File: src/rtl/fnsi_pkg.sv
// shared constants, types and timing for the fieldbus node state indicator
package fnsi_pkg;

   // system clock and the derived millisecond tick
   localparam int CLK_HZ = 200_000_000;
   localparam int MS_PER_S = 1000;
   localparam int MS_CYCLES = CLK_HZ / MS_PER_S;
   localparam int MS_CNT_W = 18;

   // led pattern timing, in milliseconds of the tick
   localparam int FLICKER_PERIOD_MS = 100;   // 10 Hz
   localparam int FLICKER_ON_MS = 50;
   localparam int BLINK_PERIOD_MS = 400;     // 2.5 Hz
   localparam int BLINK_ON_MS = 200;
   localparam int FLASH_PERIOD_MS = 1000;    // 1 Hz
   localparam int FLASH_SLOT_MS = 300;
   localparam int FLASH_ON_MS = 150;

   // system stop error code timing, in milliseconds
   localparam int ERR_SHORT_MS = 150;
   localparam int ERR_LONG_MS = 600;
   localparam int ERR_GAP_MS = 300;
   localparam int ERR_PAUSE_MS = 2000;
   localparam int ERR_PHASES = 4;

   // counter widths
   localparam int POS_W = 12;
   localparam int TMO_W = 16;

   // green led patterns
   typedef enum logic [2:0] {
      PAT_OFF = 3'h0,
      PAT_ON = 3'h1,
      PAT_FLICKER = 3'h2,
      PAT_SINGLE = 3'h3,
      PAT_DOUBLE = 3'h4,
      PAT_TRIPLE = 3'h5,
      PAT_BLINK = 3'h6
   } fnsi_pat_e;

   // node states, one-hot
   typedef enum logic [6:0] {
      ST_INACTIVE = 7'h01,
      ST_FALLBACK = 7'h02,
      ST_SETUP1 = 7'h04,
      ST_SETUP2 = 7'h08,
      ST_ARMED = 7'h10,
      ST_RUNNING = 7'h20,
      ST_HALTED = 7'h40
   } fnsi_state_e;

   localparam fnsi_state_e STATE_RST = ST_INACTIVE;

   // inputs from outside the clock domain, carried through the synchroniser
   typedef struct packed {
      logic plain_eth;
      logic managing_station;
      logic config_ok;
      logic frame_seen;
      logic cycle_start_seen;
      logic cmd_next;
      logic cmd_halt;
      logic manager_failed;
      logic stop_error;
      logic [ERR_PHASES-1:0] err_long;
      logic [TMO_W-1:0] timeout_ms;
   } fnsi_in_s;

endpackage

File: src/rtl/fnsi_led_if.sv
// carrier between the state tracker and the led pattern generator
`timescale 1ns/1ps
interface fnsi_led_if;
   import fnsi_pkg::*;
   logic tick;
   fnsi_pat_e pat;
   logic stop_err;
   logic [ERR_PHASES-1:0] err_long;
   logic red_steady;
   logic green;
   logic red;

   modport drv (output tick, output pat, output stop_err, output err_long,
      output red_steady, input green, input red);
   modport gen (input tick, input pat, input stop_err, input err_long,
      input red_steady, output green, output red);
endinterface

File: src/rtl/fnsi_led_gen.sv
// green pattern and red error code generator for the dual status led
`timescale 1ns/1ps
module fnsi_led_gen
   import fnsi_pkg::*;
(
   input wire logic clk,
   input wire logic rst_b,
   fnsi_led_if.gen led
);

   typedef struct packed {
      fnsi_pat_e pat;
      logic [POS_W-1:0] pos;
      logic [2:0] step;
      logic [POS_W-1:0] ecnt;
      logic green;
      logic red;
   } fnsi_gen_s;

   fnsi_gen_s s_q;
   fnsi_gen_s s_d;

   ////////////////////////////////////////////////////////////////////////////
   // helpers

   // wrap point of the position counter for each pattern
   function automatic logic [POS_W-1:0] period_of(input fnsi_pat_e p);
      if (p == PAT_FLICKER) begin
         return POS_W'(FLICKER_PERIOD_MS);
      end else if (p == PAT_BLINK) begin
         return POS_W'(BLINK_PERIOD_MS);
      end else begin
         return POS_W'(FLASH_PERIOD_MS);
      end
   endfunction

   // true while pulse k (0 based) of a flash train is lit
   function automatic logic in_pulse(input logic [POS_W-1:0] pos, input int k);
      return (pos >= POS_W'(k * FLASH_SLOT_MS)) &&
         (pos < POS_W'(k * FLASH_SLOT_MS + FLASH_ON_MS));
   endfunction

   function automatic logic green_of(input fnsi_pat_e p, input logic [POS_W-1:0] pos);
      case (p)
         PAT_ON: return 1'b1;
         PAT_FLICKER: return pos < POS_W'(FLICKER_ON_MS);
         PAT_BLINK: return pos < POS_W'(BLINK_ON_MS);
         PAT_SINGLE: return in_pulse(pos, 0);
         PAT_DOUBLE: return in_pulse(pos, 0) || in_pulse(pos, 1);
         PAT_TRIPLE: return in_pulse(pos, 0) || in_pulse(pos, 1) || in_pulse(pos, 2);
         default: return 1'b0;
      endcase
   endfunction

   // even steps light a phase, odd steps are gaps, the last one the pause
   function automatic logic [POS_W-1:0] step_len(input logic [2:0] st,
      input logic [ERR_PHASES-1:0] lng);
      if (!st[0]) begin
         return lng[2'(ERR_PHASES - 1) - st[2:1]] ? POS_W'(ERR_LONG_MS) :
            POS_W'(ERR_SHORT_MS);
      end else if (st == 3'h7) begin
         return POS_W'(ERR_PAUSE_MS);
      end else begin
         return POS_W'(ERR_GAP_MS);
      end
   endfunction

   ////////////////////////////////////////////////////////////////////////////
   // next state

   always_comb begin
      s_d = s_q;
      // a new pattern restarts its frame so the first flash is whole
      if (led.pat != s_q.pat) begin
         s_d.pat = led.pat;
         s_d.pos = '0;
      end else if (led.tick) begin
         s_d.pos = (s_q.pos + 1'b1 >= period_of(s_q.pat)) ? '0 : s_q.pos + 1'b1;
      end
      s_d.green = green_of(s_q.pat, s_q.pos);
      // red: stop error code outranks the manager failure level
      if (!led.stop_err) begin
         s_d.step = '0;
         s_d.ecnt = '0;
         s_d.red = led.red_steady;
      end else begin
         if (led.tick) begin
            if (s_q.ecnt + 1'b1 >= step_len(s_q.step, led.err_long)) begin
               s_d.ecnt = '0;
               s_d.step = s_q.step + 1'b1; // wraps to repeat the code
            end else begin
               s_d.ecnt = s_q.ecnt + 1'b1;
            end
         end
         s_d.red = !s_q.step[0];
      end
   end

   always_ff @(posedge clk or negedge rst_b) begin
      if (!rst_b) begin
         s_q <= '{pat: PAT_OFF, pos: '0, step: '0, ecnt: '0, green: 1'b0, red: 1'b0};
      end else begin
         s_q <= s_d;
      end
   end

   assign led.green = s_q.green;
   assign led.red = s_q.red;

endmodule // fnsi_led_gen

File: src/rtl/fnsi_top.sv
// fieldbus node state tracker and dual status led driver
// Overview of operation
// - dual led, green and red driven apart; meaning follows the operating mode
// - plain ethernet configuration holds green steadily lit
// - green dark in the inactive state, except in plain ethernet mode where it stays lit
// - managing station, no frame before timeout: go to setup stage one
// - managing station seeing foreign traffic before timeout stays inactive
// - controlled station, no frame before timeout: go to network fallback
// - controlled station seeing traffic before timeout: go to setup stage one
// - fallback state flickers green at about 10 Hz
// - managing station leaves fallback only through reset
// - controlled station in fallback goes to setup one on traffic
// - setup stage one shows single flash at about 1 Hz
// - managing station in setup one runs reduced cycle, no cyclic traffic
// - controlled station in setup one takes config, moves on cycle start
// - controlled station in setup one lights red on manager failure
// - setup stage two shows double flash at about 1 Hz
// - managing station in setup two runs cyclic, configures, ignores inputs
// - armed state, entered by command, shows triple flash at about 1 Hz
// - running state: green steady, mapping applied, cyclic data evaluated
// - halted: 2.5 Hz blink, io suppressed, controlled station only by command
// - stop error: four short or long red phases repeated with pause
`timescale 1ns/1ps
module fnsi_top
   import fnsi_pkg::*;
#(
   parameter int MS_CYCLES_P = MS_CYCLES
)
(
   input wire logic CLK,
   input wire logic RST_B,
   input wire logic PLAIN_ETH,
   input wire logic MANAGING_STATION,
   input wire logic CONFIG_OK,
   input wire logic FRAME_SEEN,
   input wire logic CYCLE_START_SEEN,
   input wire logic CMD_NEXT,
   input wire logic CMD_HALT,
   input wire logic MANAGER_FAILED,
   input wire logic STOP_ERROR,
   input wire logic [ERR_PHASES-1:0] ERR_LONG,
   input wire logic [TMO_W-1:0] TIMEOUT_MS,
   output logic LED_GREEN,
   output logic LED_RED,
   output logic [6:0] NODE_STATE,
   output logic MANAGER_BLOCKED,
   output logic REDUCED_CYCLE,
   output logic CYCLIC_COMM,
   output logic CONFIG_ACCEPT,
   output logic EVAL_CYCLIC,
   output logic MAPPING_ACTIVE,
   output logic IO_SUPPRESS
);

   typedef struct packed {
      fnsi_in_s sync1;
      fnsi_in_s sync2;
      logic next_prev;
      logic halt_prev;
      logic [MS_CNT_W-1:0] tick_cnt;
      logic tick;
      logic [TMO_W-1:0] tmo_cnt;
      fnsi_state_e state;
      logic mgr_blocked;
      logic led_green;
      logic led_red;
      logic reduced_cycle;
      logic cyclic_comm;
      logic config_accept;
      logic eval_cyclic;
      logic mapping_active;
      logic io_suppress;
   } fnsi_top_s;

   fnsi_top_s s_q;
   fnsi_top_s s_d;
   fnsi_in_s pins;
   fnsi_in_s in;
   logic next_rise;
   logic halt_rise;
   logic tmo_hit;

   fnsi_led_if led_bus ();

   ////////////////////////////////////////////////////////////////////////////
   // inputs

   // gather the pins for the synchroniser
   assign pins = '{
      plain_eth: PLAIN_ETH,
      managing_station: MANAGING_STATION,
      config_ok: CONFIG_OK,
      frame_seen: FRAME_SEEN,
      cycle_start_seen: CYCLE_START_SEEN,
      cmd_next: CMD_NEXT,
      cmd_halt: CMD_HALT,
      manager_failed: MANAGER_FAILED,
      stop_error: STOP_ERROR,
      err_long: ERR_LONG,
      timeout_ms: TIMEOUT_MS
   };

   // only the second stage is read below
   assign in = s_q.sync2;
   assign next_rise = in.cmd_next && !s_q.next_prev;
   assign halt_rise = in.cmd_halt && !s_q.halt_prev;
   // a zero timeout expires on the first tick rather than never
   assign tmo_hit = s_q.tick && (s_q.tmo_cnt + 1'b1 >= in.timeout_ms);

   ////////////////////////////////////////////////////////////////////////////
   // led pattern selection

   function automatic fnsi_pat_e pat_of(input fnsi_state_e st, input logic eth);
      if (eth) begin
         return PAT_ON;
      end
      case (st)
         ST_FALLBACK: return PAT_FLICKER;
         ST_SETUP1: return PAT_SINGLE;
         ST_SETUP2: return PAT_DOUBLE;
         ST_ARMED: return PAT_TRIPLE;
         ST_RUNNING: return PAT_ON;
         ST_HALTED: return PAT_BLINK;
         default: return PAT_OFF;
      endcase
   endfunction

   // green and red are fed separately to the generator
   assign led_bus.tick = s_q.tick;
   assign led_bus.pat = pat_of(s_q.state, in.plain_eth);
   assign led_bus.stop_err = in.stop_error;
   assign led_bus.err_long = in.err_long;
   // manager failure is only meaningful for a controlled station in setup one, setup two or armed
   assign led_bus.red_steady = in.manager_failed && !in.managing_station &&
      (s_q.state == ST_SETUP1 || s_q.state == ST_SETUP2 ||
      s_q.state == ST_ARMED);

   fnsi_led_gen u_led_gen (
      .clk(CLK),
      .rst_b(RST_B),
      .led(led_bus.gen)
   );

   ////////////////////////////////////////////////////////////////////////////
   // next state

   always_comb begin
      s_d = s_q;
      s_d.sync1 = pins;
      s_d.sync2 = s_q.sync1;
      s_d.next_prev = in.cmd_next;
      s_d.halt_prev = in.cmd_halt;

      // millisecond tick shared by the timeout and the led generator
      s_d.tick = 1'b0;
      if (s_q.tick_cnt >= MS_CNT_W'(MS_CYCLES_P - 1)) begin
         s_d.tick_cnt = '0;
         s_d.tick = 1'b1;
      end else begin
         s_d.tick_cnt = s_q.tick_cnt + 1'b1;
      end

      // timeout only runs in the inactive state and restarts on leaving it
      if (s_q.state != ST_INACTIVE) begin
         s_d.tmo_cnt = '0;
      end else if (s_q.tick && !tmo_hit) begin
         s_d.tmo_cnt = s_q.tmo_cnt + 1'b1;
      end

      case (s_q.state)
         ST_INACTIVE: begin
            // plain ethernet mode and a bad configuration park the node here
            if (in.plain_eth || !in.config_ok || s_q.mgr_blocked) begin
               s_d.state = ST_INACTIVE;
            end else if (in.managing_station) begin
               // another manager is already talking: never start, stay parked
               if (in.frame_seen) begin
                  s_d.mgr_blocked = 1'b1;
               end else if (tmo_hit) begin
                  s_d.state = ST_SETUP1;
               end
            end else begin
               // controlled station: traffic joins, silence falls back
               if (in.frame_seen) begin
                  s_d.state = ST_SETUP1;
               end else if (tmo_hit) begin
                  s_d.state = ST_FALLBACK;
               end
            end
         end
         ST_FALLBACK: begin
            // a managing station has no way out short of a reset
            if (!in.managing_station && in.frame_seen) begin
               s_d.state = ST_SETUP1;
            end
         end
         ST_SETUP1: begin
            // manager moves on by command, controlled station on cycle start
            if (in.managing_station) begin
               if (next_rise) begin
                  s_d.state = ST_SETUP2;
               end
            end else if (in.cycle_start_seen) begin
               s_d.state = ST_SETUP2;
            end
         end
         ST_SETUP2: begin
            // halting is a manager's command, so refused in that role
            if (next_rise) begin
               s_d.state = ST_ARMED;
            end else if (halt_rise && !in.managing_station) begin
               s_d.state = ST_HALTED;
            end
         end
         ST_ARMED: begin
            // armed waits for the go command
            if (next_rise) begin
               s_d.state = ST_RUNNING;
            end else if (halt_rise && !in.managing_station) begin
               s_d.state = ST_HALTED;
            end
         end
         ST_RUNNING: begin
            // running is left only by a halt command
            if (halt_rise && !in.managing_station) begin
               s_d.state = ST_HALTED;
            end
         end
         ST_HALTED: begin
            // halted is left only by the manager's command, back to setup two
            if (next_rise) begin
               s_d.state = ST_SETUP2;
            end
         end
         default: begin
            // an illegal code recovers to a known, quiet state
            s_d.state = ST_INACTIVE;
         end
      endcase

      // role-dependent activity, registered so the outputs come from flops
      // only a manager runs the reduced cycle, and only in setup one
      s_d.reduced_cycle = in.managing_station && s_q.state == ST_SETUP1;
      // cyclic traffic from setup two on, never while halted
      s_d.cyclic_comm = s_q.state == ST_SETUP2 || s_q.state == ST_ARMED ||
         s_q.state == ST_RUNNING;
      s_d.config_accept = in.managing_station ? s_q.state == ST_SETUP2 :
         s_q.state == ST_SETUP1 || s_q.state == ST_SETUP2;
      // inputs are evaluated and mapped only once running
      s_d.eval_cyclic = s_q.state == ST_RUNNING;
      s_d.mapping_active = s_q.state == ST_RUNNING;
      s_d.io_suppress = s_q.state == ST_HALTED;
      // one more flop so the led pins come straight from a register
      s_d.led_green = led_bus.green;
      s_d.led_red = led_bus.red;
   end

   ////////////////////////////////////////////////////////////////////////////
   // state register

   always_ff @(posedge CLK or negedge RST_B) begin
      if (!RST_B) begin
         s_q <= '{
            sync1: '0,
            sync2: '0,
            next_prev: 1'b0,
            halt_prev: 1'b0,
            tick_cnt: '0,
            tick: 1'b0,
            tmo_cnt: '0,
            state: STATE_RST,
            mgr_blocked: 1'b0,
            led_green: 1'b0,
            led_red: 1'b0,
            reduced_cycle: 1'b0,
            cyclic_comm: 1'b0,
            config_accept: 1'b0,
            eval_cyclic: 1'b0,
            mapping_active: 1'b0,
            io_suppress: 1'b0
         };
      end else begin
         s_q <= s_d;
      end
   end

   ////////////////////////////////////////////////////////////////////////////
   // outputs

   // every output is a field of the registered state
   assign LED_GREEN = s_q.led_green;
   assign LED_RED = s_q.led_red;
   assign NODE_STATE = s_q.state;
   assign MANAGER_BLOCKED = s_q.mgr_blocked;
   assign REDUCED_CYCLE = s_q.reduced_cycle;
   assign CYCLIC_COMM = s_q.cyclic_comm;
   assign CONFIG_ACCEPT = s_q.config_accept;
   assign EVAL_CYCLIC = s_q.eval_cyclic;
   assign MAPPING_ACTIVE = s_q.mapping_active;
   assign IO_SUPPRESS = s_q.io_suppress;

endmodule // fnsi_top

File: config.mk
export PLATFORM = sky130hd
export DESIGN_NAME = fnsi_top
export DESIGN_NICKNAME = d
export VERILOG_FILES = /design/src/rtl/fnsi_pkg.sv /design/src/rtl/fnsi_led_if.sv /design/src/rtl/fnsi_led_gen.sv /design/src/rtl/fnsi_top.sv
export SDC_FILE = /design/constraint.sdc
export NUM_CORES = 1
export LEC_CHECK = 0
export BUFFER_PORTS_ARGS = -buffer_cell sky130_fd_sc_hd__clkbuf_2
export CAP_MARGIN = 20
export CORE_MARGIN = 5
export CORE_UTILIZATION = 65
export CTS_BUF_LIST = sky130_fd_sc_hd__clkbuf_4
export DETAILED_ROUTE_END_ITERATION = 6
export PLACE_DENSITY = 0.95
export SLEW_MARGIN = 20
export SYNTH_ARGS = -nofsm -noshare
export SYNTH_HDL_FRONTEND = slang
export SYNTH_SLANG_ARGS = --single-unit
File: constraint.sdc
create_clock -name CLK -period 8.9 [get_ports CLK]
set_input_delay 0.89 -clock CLK [delete_from_list [all_inputs] [get_ports CLK]]
set_output_delay 0.89 -clock CLK [all_outputs]
set_load 0.1 [all_outputs]
# --- Word level (Yosys, flattened, before mapping) ---
# Cells that the tools add are included.
totals:
  register_bits: 142
  latch_bits: 0
  ramBits: 0
  romBits: 0
  inputBits: 31
  elab_cells: 159
  mem_count: 0
classes:
  add_sub_neg: 6
  mul: 0
  n_div: 0
  magnitude_cmp: 13
  n_eq_ne: 23
  shift: 0
  mux: 43
  n_bitwise: 1
  n_reduce_logical: 31
op_table:
  columns: ["operator", "n"]
  rows:
  - ["12-bit two-way mux", 10]
  - ["7-bit two-way mux", 13]
  - ["7-bit one-hot mux with 7 select lines", 1]
  - ["16-bit two-way mux", 2]
  - ["15-bit two-way mux", 2]
  - ["12-bit by 1-bit adder with 12-bit output (second input constant)", 2]
  - ["12-bit >= comparator", 2]
  - ["12-bit by 8-bit less-than comparator with 1-bit output (second input constant)", 2]
  - ["10-bit two-way mux", 2]
  - ["18-bit by 1-bit adder with 18-bit output (second input constant)", 1]
  - ["18-bit >= comparator (second input constant)", 1]
  - ["18-bit two-way mux", 1]
  - ["3-bit one-hot mux with 6 select lines", 1]
  - ["16-bit by 1-bit adder with 16-bit output (second input constant)", 1]
  - ["16-bit >= comparator", 1]
  - ["3-bit == test (second input constant)", 4]
  - ["12-bit by 1-bit >= comparator with 1-bit output (second input constant)", 1]
  - ["12-bit by 10-bit >= comparator with 1-bit output (second input constant)", 1]
  - ["12-bit by 9-bit >= comparator with 1-bit output (second input constant)", 1]
  - ["1-bit logical AND", 12]
  - ["12-bit by 10-bit less-than comparator with 1-bit output (second input constant)", 1]
  - ["12-bit by 6-bit less-than comparator with 1-bit output (second input constant)", 1]
  - ["12-bit by 9-bit less-than comparator with 1-bit output (second input constant)", 1]
  - ["4-bit != test (second input constant)", 3]
  - ["other kinds (29)", 50]

# --- Logic depth before layout (Yosys ltp) ---
depth:
  ltp_word: 11
  mapped_depth: 14
  depth_no_buf: 13

# --- Cells and area by module ---
# From an unflattened synthesis, not the netlist that was laid out.
unflattened:
  hier_cells: 698
  area_unflattened_um2: 7146.9
modules_own_cells:
  columns: ["mod", "n_inst", "cells_each", "area_per_inst_um2", "seq_area_each_um2"]
  rows:
  - ["fnsi_top", 1, 424, 4750.8, 2753.9]
  - ["fnsi_led_gen", 1, 274, 2396.0, 800.8]

# --- Least setup slack after synthesis ---
# Ideal clock, no wire load.
synth_timing:
  path_kind: "flip-flop to flip-flop"
  from: "reg s_q[16] (netlist name)"
  to: "reg s_q (netlist bit NODE_STATE[2])"
  setup_ns: 0.121
  arrival_time_ns: 3.366
  setup_slack_ns: 5.413
  stages_incl_launch_ff: 14
  path_buffers: 1
  path_cell_list: "dfrtp_1 -> nand3_1 -> nor3_1 -> and3_1 -> buf_2 -> nand4_1 -> xnor2_1 -> ha_1 -> and4_1 -> nand2_1 -> or4_1 -> a31oi_1 -> nand2_1 -> a22o_1"
synth_via:
  elab_chain_cells: 5
  word_cells_on_any_way: 6
  cone_classes: "1 x add/sub; 1 x order compare; 2 x eq/ne; 2 x reduce/logical"
synth_rtl:
  columns: ["element", "line_no", "source"]
  rows:
  - ["from (decl)", "fnsi_top.sv:75", "fnsi_top_s s_q;"]
  - ["from (signal assigned)", "fnsi_top.sv:263", "s_q <= '{"]
  - ["16-bit by 1-bit adder with 16-bit output *", "fnsi_top.sv:108", "assign tmo_hit = s_q.tick && (s_q.tmo_cnt + 1'b1 >= in.timeout_ms);"]
  - ["16-bit >= comparator *", "fnsi_top.sv:108", null]
  - ["1-bit logical AND *", "fnsi_top.sv:108", null]
  - ["4-bit != test (no line)", null, null]
  - ["5-bit AND reduction (no line) *", null, null]
# Mark *: on every way between the ends. The rest lies on a longest branch, timed or not.
# A chain may end at the register's enable or synchronous reset.

# --- Final worst setup path ---
layout_timing:
  from: "reg s_q[16] (netlist name)"
  to: "reg s_q[28] (netlist name)"
layout_via:
  elab_chain_cells: 6
  word_cells_on_any_way: 8
  cone_classes: "1 x add/sub; 1 x order compare; 2 x mux; 4 x reduce/logical"
layout_rtl:
  columns: ["element", "line_no", "source"]
  rows:
  - ["16-bit by 1-bit adder with 16-bit output *", "fnsi_top.sv:108, fnsi_top.sv:167", null]
  - ["16-bit >= comparator", "fnsi_top.sv:108", null]
  - ["1-bit logical AND", "fnsi_top.sv:108", null]
  - ["1-bit zero test", "fnsi_top.sv:166", "end else if (s_q.tick && !tmo_hit) begin"]
  - ["1-bit logical AND", "fnsi_top.sv:166", null]
  - ["2-bit nonzero test (no line)", null, null]
# Mark *: on every way between the ends. The rest lies on a longest branch, timed or not. The select of a mux whose other input is x is not followed.

==> summary.md <==
| Metric | Value |
|---|---|
| Post-synthesis register bit count | about 140 |
| Die area | ~13000 sq um |
| RR Endpoint | s_q[28] |
| CTS buffer count | 17 |
| Final Worst Setup Slack | roughly 4.6 ns |
| Placed cell count | 869 |
| Worst min-delay path category | input port to asynchronous set/reset pin |
| Endpoints failing setup | 0 |
| Critical path class | flop to flop |
| Worst Path Max Fanout | 21 |
| Largest net degree at the start of global routing | 79 |
| Leak | ~3.7 nW |
| Final Util | 0.7190 |
| Post-Layout Cell Count | about 900 |
| Syn-to-layout area delta | 7.898% |
| Most frequent cells in the layout | 141 x dfrtp_1, 63 x nor2_1, 58 x nand2_1, 45 x clkbuf_2, 42 x ha_1 |
| Critical path launch point type | flop |
| Setup TNS | 0 ns |
| YS warnings | 0 |
| CP Capture Type | flop |
| Iteration count of the initial detailed-routing pass | 5 |
| HPWL after DPL | slightly above 10 mm |
| Clock transition at path regs | 0.13 ns |
| Multi-input gate area | around 3400 sq um |
| Worst relative slew slack | 0.3758 |
| I/O Buffers | 46 |
| Fmax | roughly 230 MHz |
| Clock tree from TritonCTS | done |
| Top-area cell type share of the netlist area | 0.4863 |
| GRT overflow | 0 |
| Vias | around 5500 |
| VDD IR-drop max | 129.3 uV |
| Diode count | 0 |
| Drt via density | about 6 |
| Worst Path Required | 9.38 ns |
| Final Net Count | 821 |
| GPL Wtd Cong | around 0.86 |
| CTS Hold Buffers Added | 0 |
| R2R cell count | 13 |
| Syn Nets | about 790 |
| Antenna violations before repair | 0 |
| Slew Limit Fails | 0 |
| Critical path arrival | roughly 4.8 ns |
| Cts repair resizes | 0 |
| FFs w/ async S/R, synth | 1.000 |
| H-tree Lvls | 4 |
| Post-synthesis cell area | just over 7000 sq um |
| Post-route ant nets | 0 |
| Reg2reg start | s_q[16] |
| Post-synth EDFFs | 0 |
| CP peak stage delay | between 0.5 and 0.6 ns |
| Num ports | between 40 and 50 |
| Root buffer cell | clkbuf_4 |
| PD cells | between 150 and 200 nW/um^2 |
| Max Clock Skew | 0.02214 ns |
| Die Height | about 120 um |
| Min Clock Period, post-route | ~4.3 ns |
| Number of global-route vias before repair | about 5700 |
| Tightest Pin Transition | between 0.9 and 1 ns |
| Setup Slack @ Placement | roughly 4.7 ns |
| R2R Setup Slk | approximately 4.6 ns |
| Routed WL per cell | 16.61 um |
| Layout cells sized above 1 | 0.1511 |
| Ys flop type | dfrtp_1 |
| Die X | 115.7 um |
| Fillers | 729 |
| Seq/Total Area, Yosys | 0.4899 |
| Row count | 38 |
| Synth area leader | dfrtp_1 |
| Max_cap viols | 0 |
| Post-CTS setup buffers | 0 |
| Register Area | around 3600 sq um |
| Iter 0 DRT Violations | 630 |
| Clk_lat worst skew | ~0.58 ns |
| Wirelength, routed | approximately 15 mm |
| Clock tree buffer depth | 2 |
| Unrepaired setup endpoints after global routing | no |
| Most common cell after layout, fill and taps aside | dfrtp_1 |
| GRT Util Overall | 0.2441 |
| Cells after Synth | 715 |
| First-pass GRT wire length | 26.00 mm |
| Status | completed |
| Crit path max-delay cell type | or4_1 |
| Top cells by area, synth | dfrtp_1 49%, ha_1 7.2%, nor2_1 3.3% |
| Initial Utilization | 0.6664 |
| Worst-path cell chain | ha_1, nand3_1, nor2_1, nand4_1, or2_2, xnor2_1, ha_1, nand2_1, o21ai_0, a2111oi_2, nand3_1, or4_1, a21oi_1 |
| Final hold violations | 0 |
| Syn Area/Cell | about 10 sq um |
| Tcrit/Tclk final | 0.4842 |
| DRC | 0 |
| Clock Sinks | approximately 140 |
| Post-synthesis cell type count | just over 70 |
| Total chip power | roughly 1.3 mW |
| Core area | around 11000 sq um |
[sequential cells by signal (all words and copies together), names as in the netlist, 4 cells and up]
register,flops
NODE_STATE,7
in,24
led_bus.err_long,4
s_d,29
s_q,36
u_led_gen.s_q,30
[critical path, delay by kind of cell (launching register included)]
family,cells,cell delay [ns]
AOI/OAI and AO/OA,3,0.82
xor gates and xnor gates,1,0.22
adders and majority gates,2,0.51
DFF,1,0.43
and+or+nand+nor,7,2.25
[routing by layer]
metal | wire length (um) | vias to the layer above | part of all wire | global-route usage
met5 | 0 | - | 0 | 0
met1 | 6150 | 2688 | 0.41 | 0.3003
met4 | 328 | 0 | 0.022 | 0.1005
met2 | 7604 | 218 | 0.51 | 0.4097
li1 | - | 2580 | - | -
met3 | 887 | 45 | 0.059 | 0.06684
[worst max-delay path by stage]
| stage | start | end | slack (ns) | cells after the start |
|---|---|---|---|---|
| detailed placement | s_q[16] | s_q[28] | 4.70 | 13 |
| floorplan | s_q[16] | NODE_STATE[2] | 5.41 | 13 |
| global route | s_q[16] | s_q[28] | 4.20 | 13 |
| CTS | s_q[16] | s_q[28] | 4.65 | 13 |
| finish | s_q[16] | s_q[28] | 4.59 | 13 |
| global placement | s_q[16] | s_q[28] | 4.91 | 12 |
[cells by family (layout without fill, tap and decap cells)]
| family | Yosys count | after routing | synth area share |
|---|---|---|---|
| AND/OR/NAND/NOR | 263 | 263 | 0.1885 |
| buffers and inverters | 71 | 117 | 0.04466 |
| XOR/XNOR | 49 | 49 | 0.05915 |
| flip-flops | 142 | 142 | 0.4899 |
| adder cells (fa/ha/maj) | 42 | 42 | 0.07243 |
| AO/OA/AOI/OAI | 141 | 141 | 0.1338 |
| multiplexers | 7 | 7 | 0.01155 |
[through the flow]
step                hold WS, ns  cell area, sq um
CTS                      0.2662              7829
global placement         0.3331              7497
detailed placement       0.3347              7497
global route             0.2750              7829
finish                   0.2692              7829
floorplan                0.3312              7256
[cell usage after synthesis (12+ instances only)]
cell type  instances
inv_1             37
xor2_1            25
and3_1            13
ha_1              42
nor2b_1           12
o21ai_0           33
dfrtp_1          141
nor2_1            63
or3_1             12
nand3_1           26
nand2_1           58
a21oi_1           31
xnor2_1           24
clkbuf_1          15
[final cells by class]
class,count,share of cell area
Tap cell,140,0.02237
Clock inverter,13,0.02413
Sequential cell,142,0.4541
Timing Repair Buffer,48,0.03212
Clock buffer,19,0.01822
Multi-Input combinational cell,502,0.4314
Inverter,37,0.01774
[power by group]
group | switching (mW) | internal, mW
Combinational | 0.0837 | 0.0277
Sequential | 0.0147 | 0.666
Clock | 0.236 | 0.231
Total | 0.335 | 0.924
(Power assumes the default switching activity.)
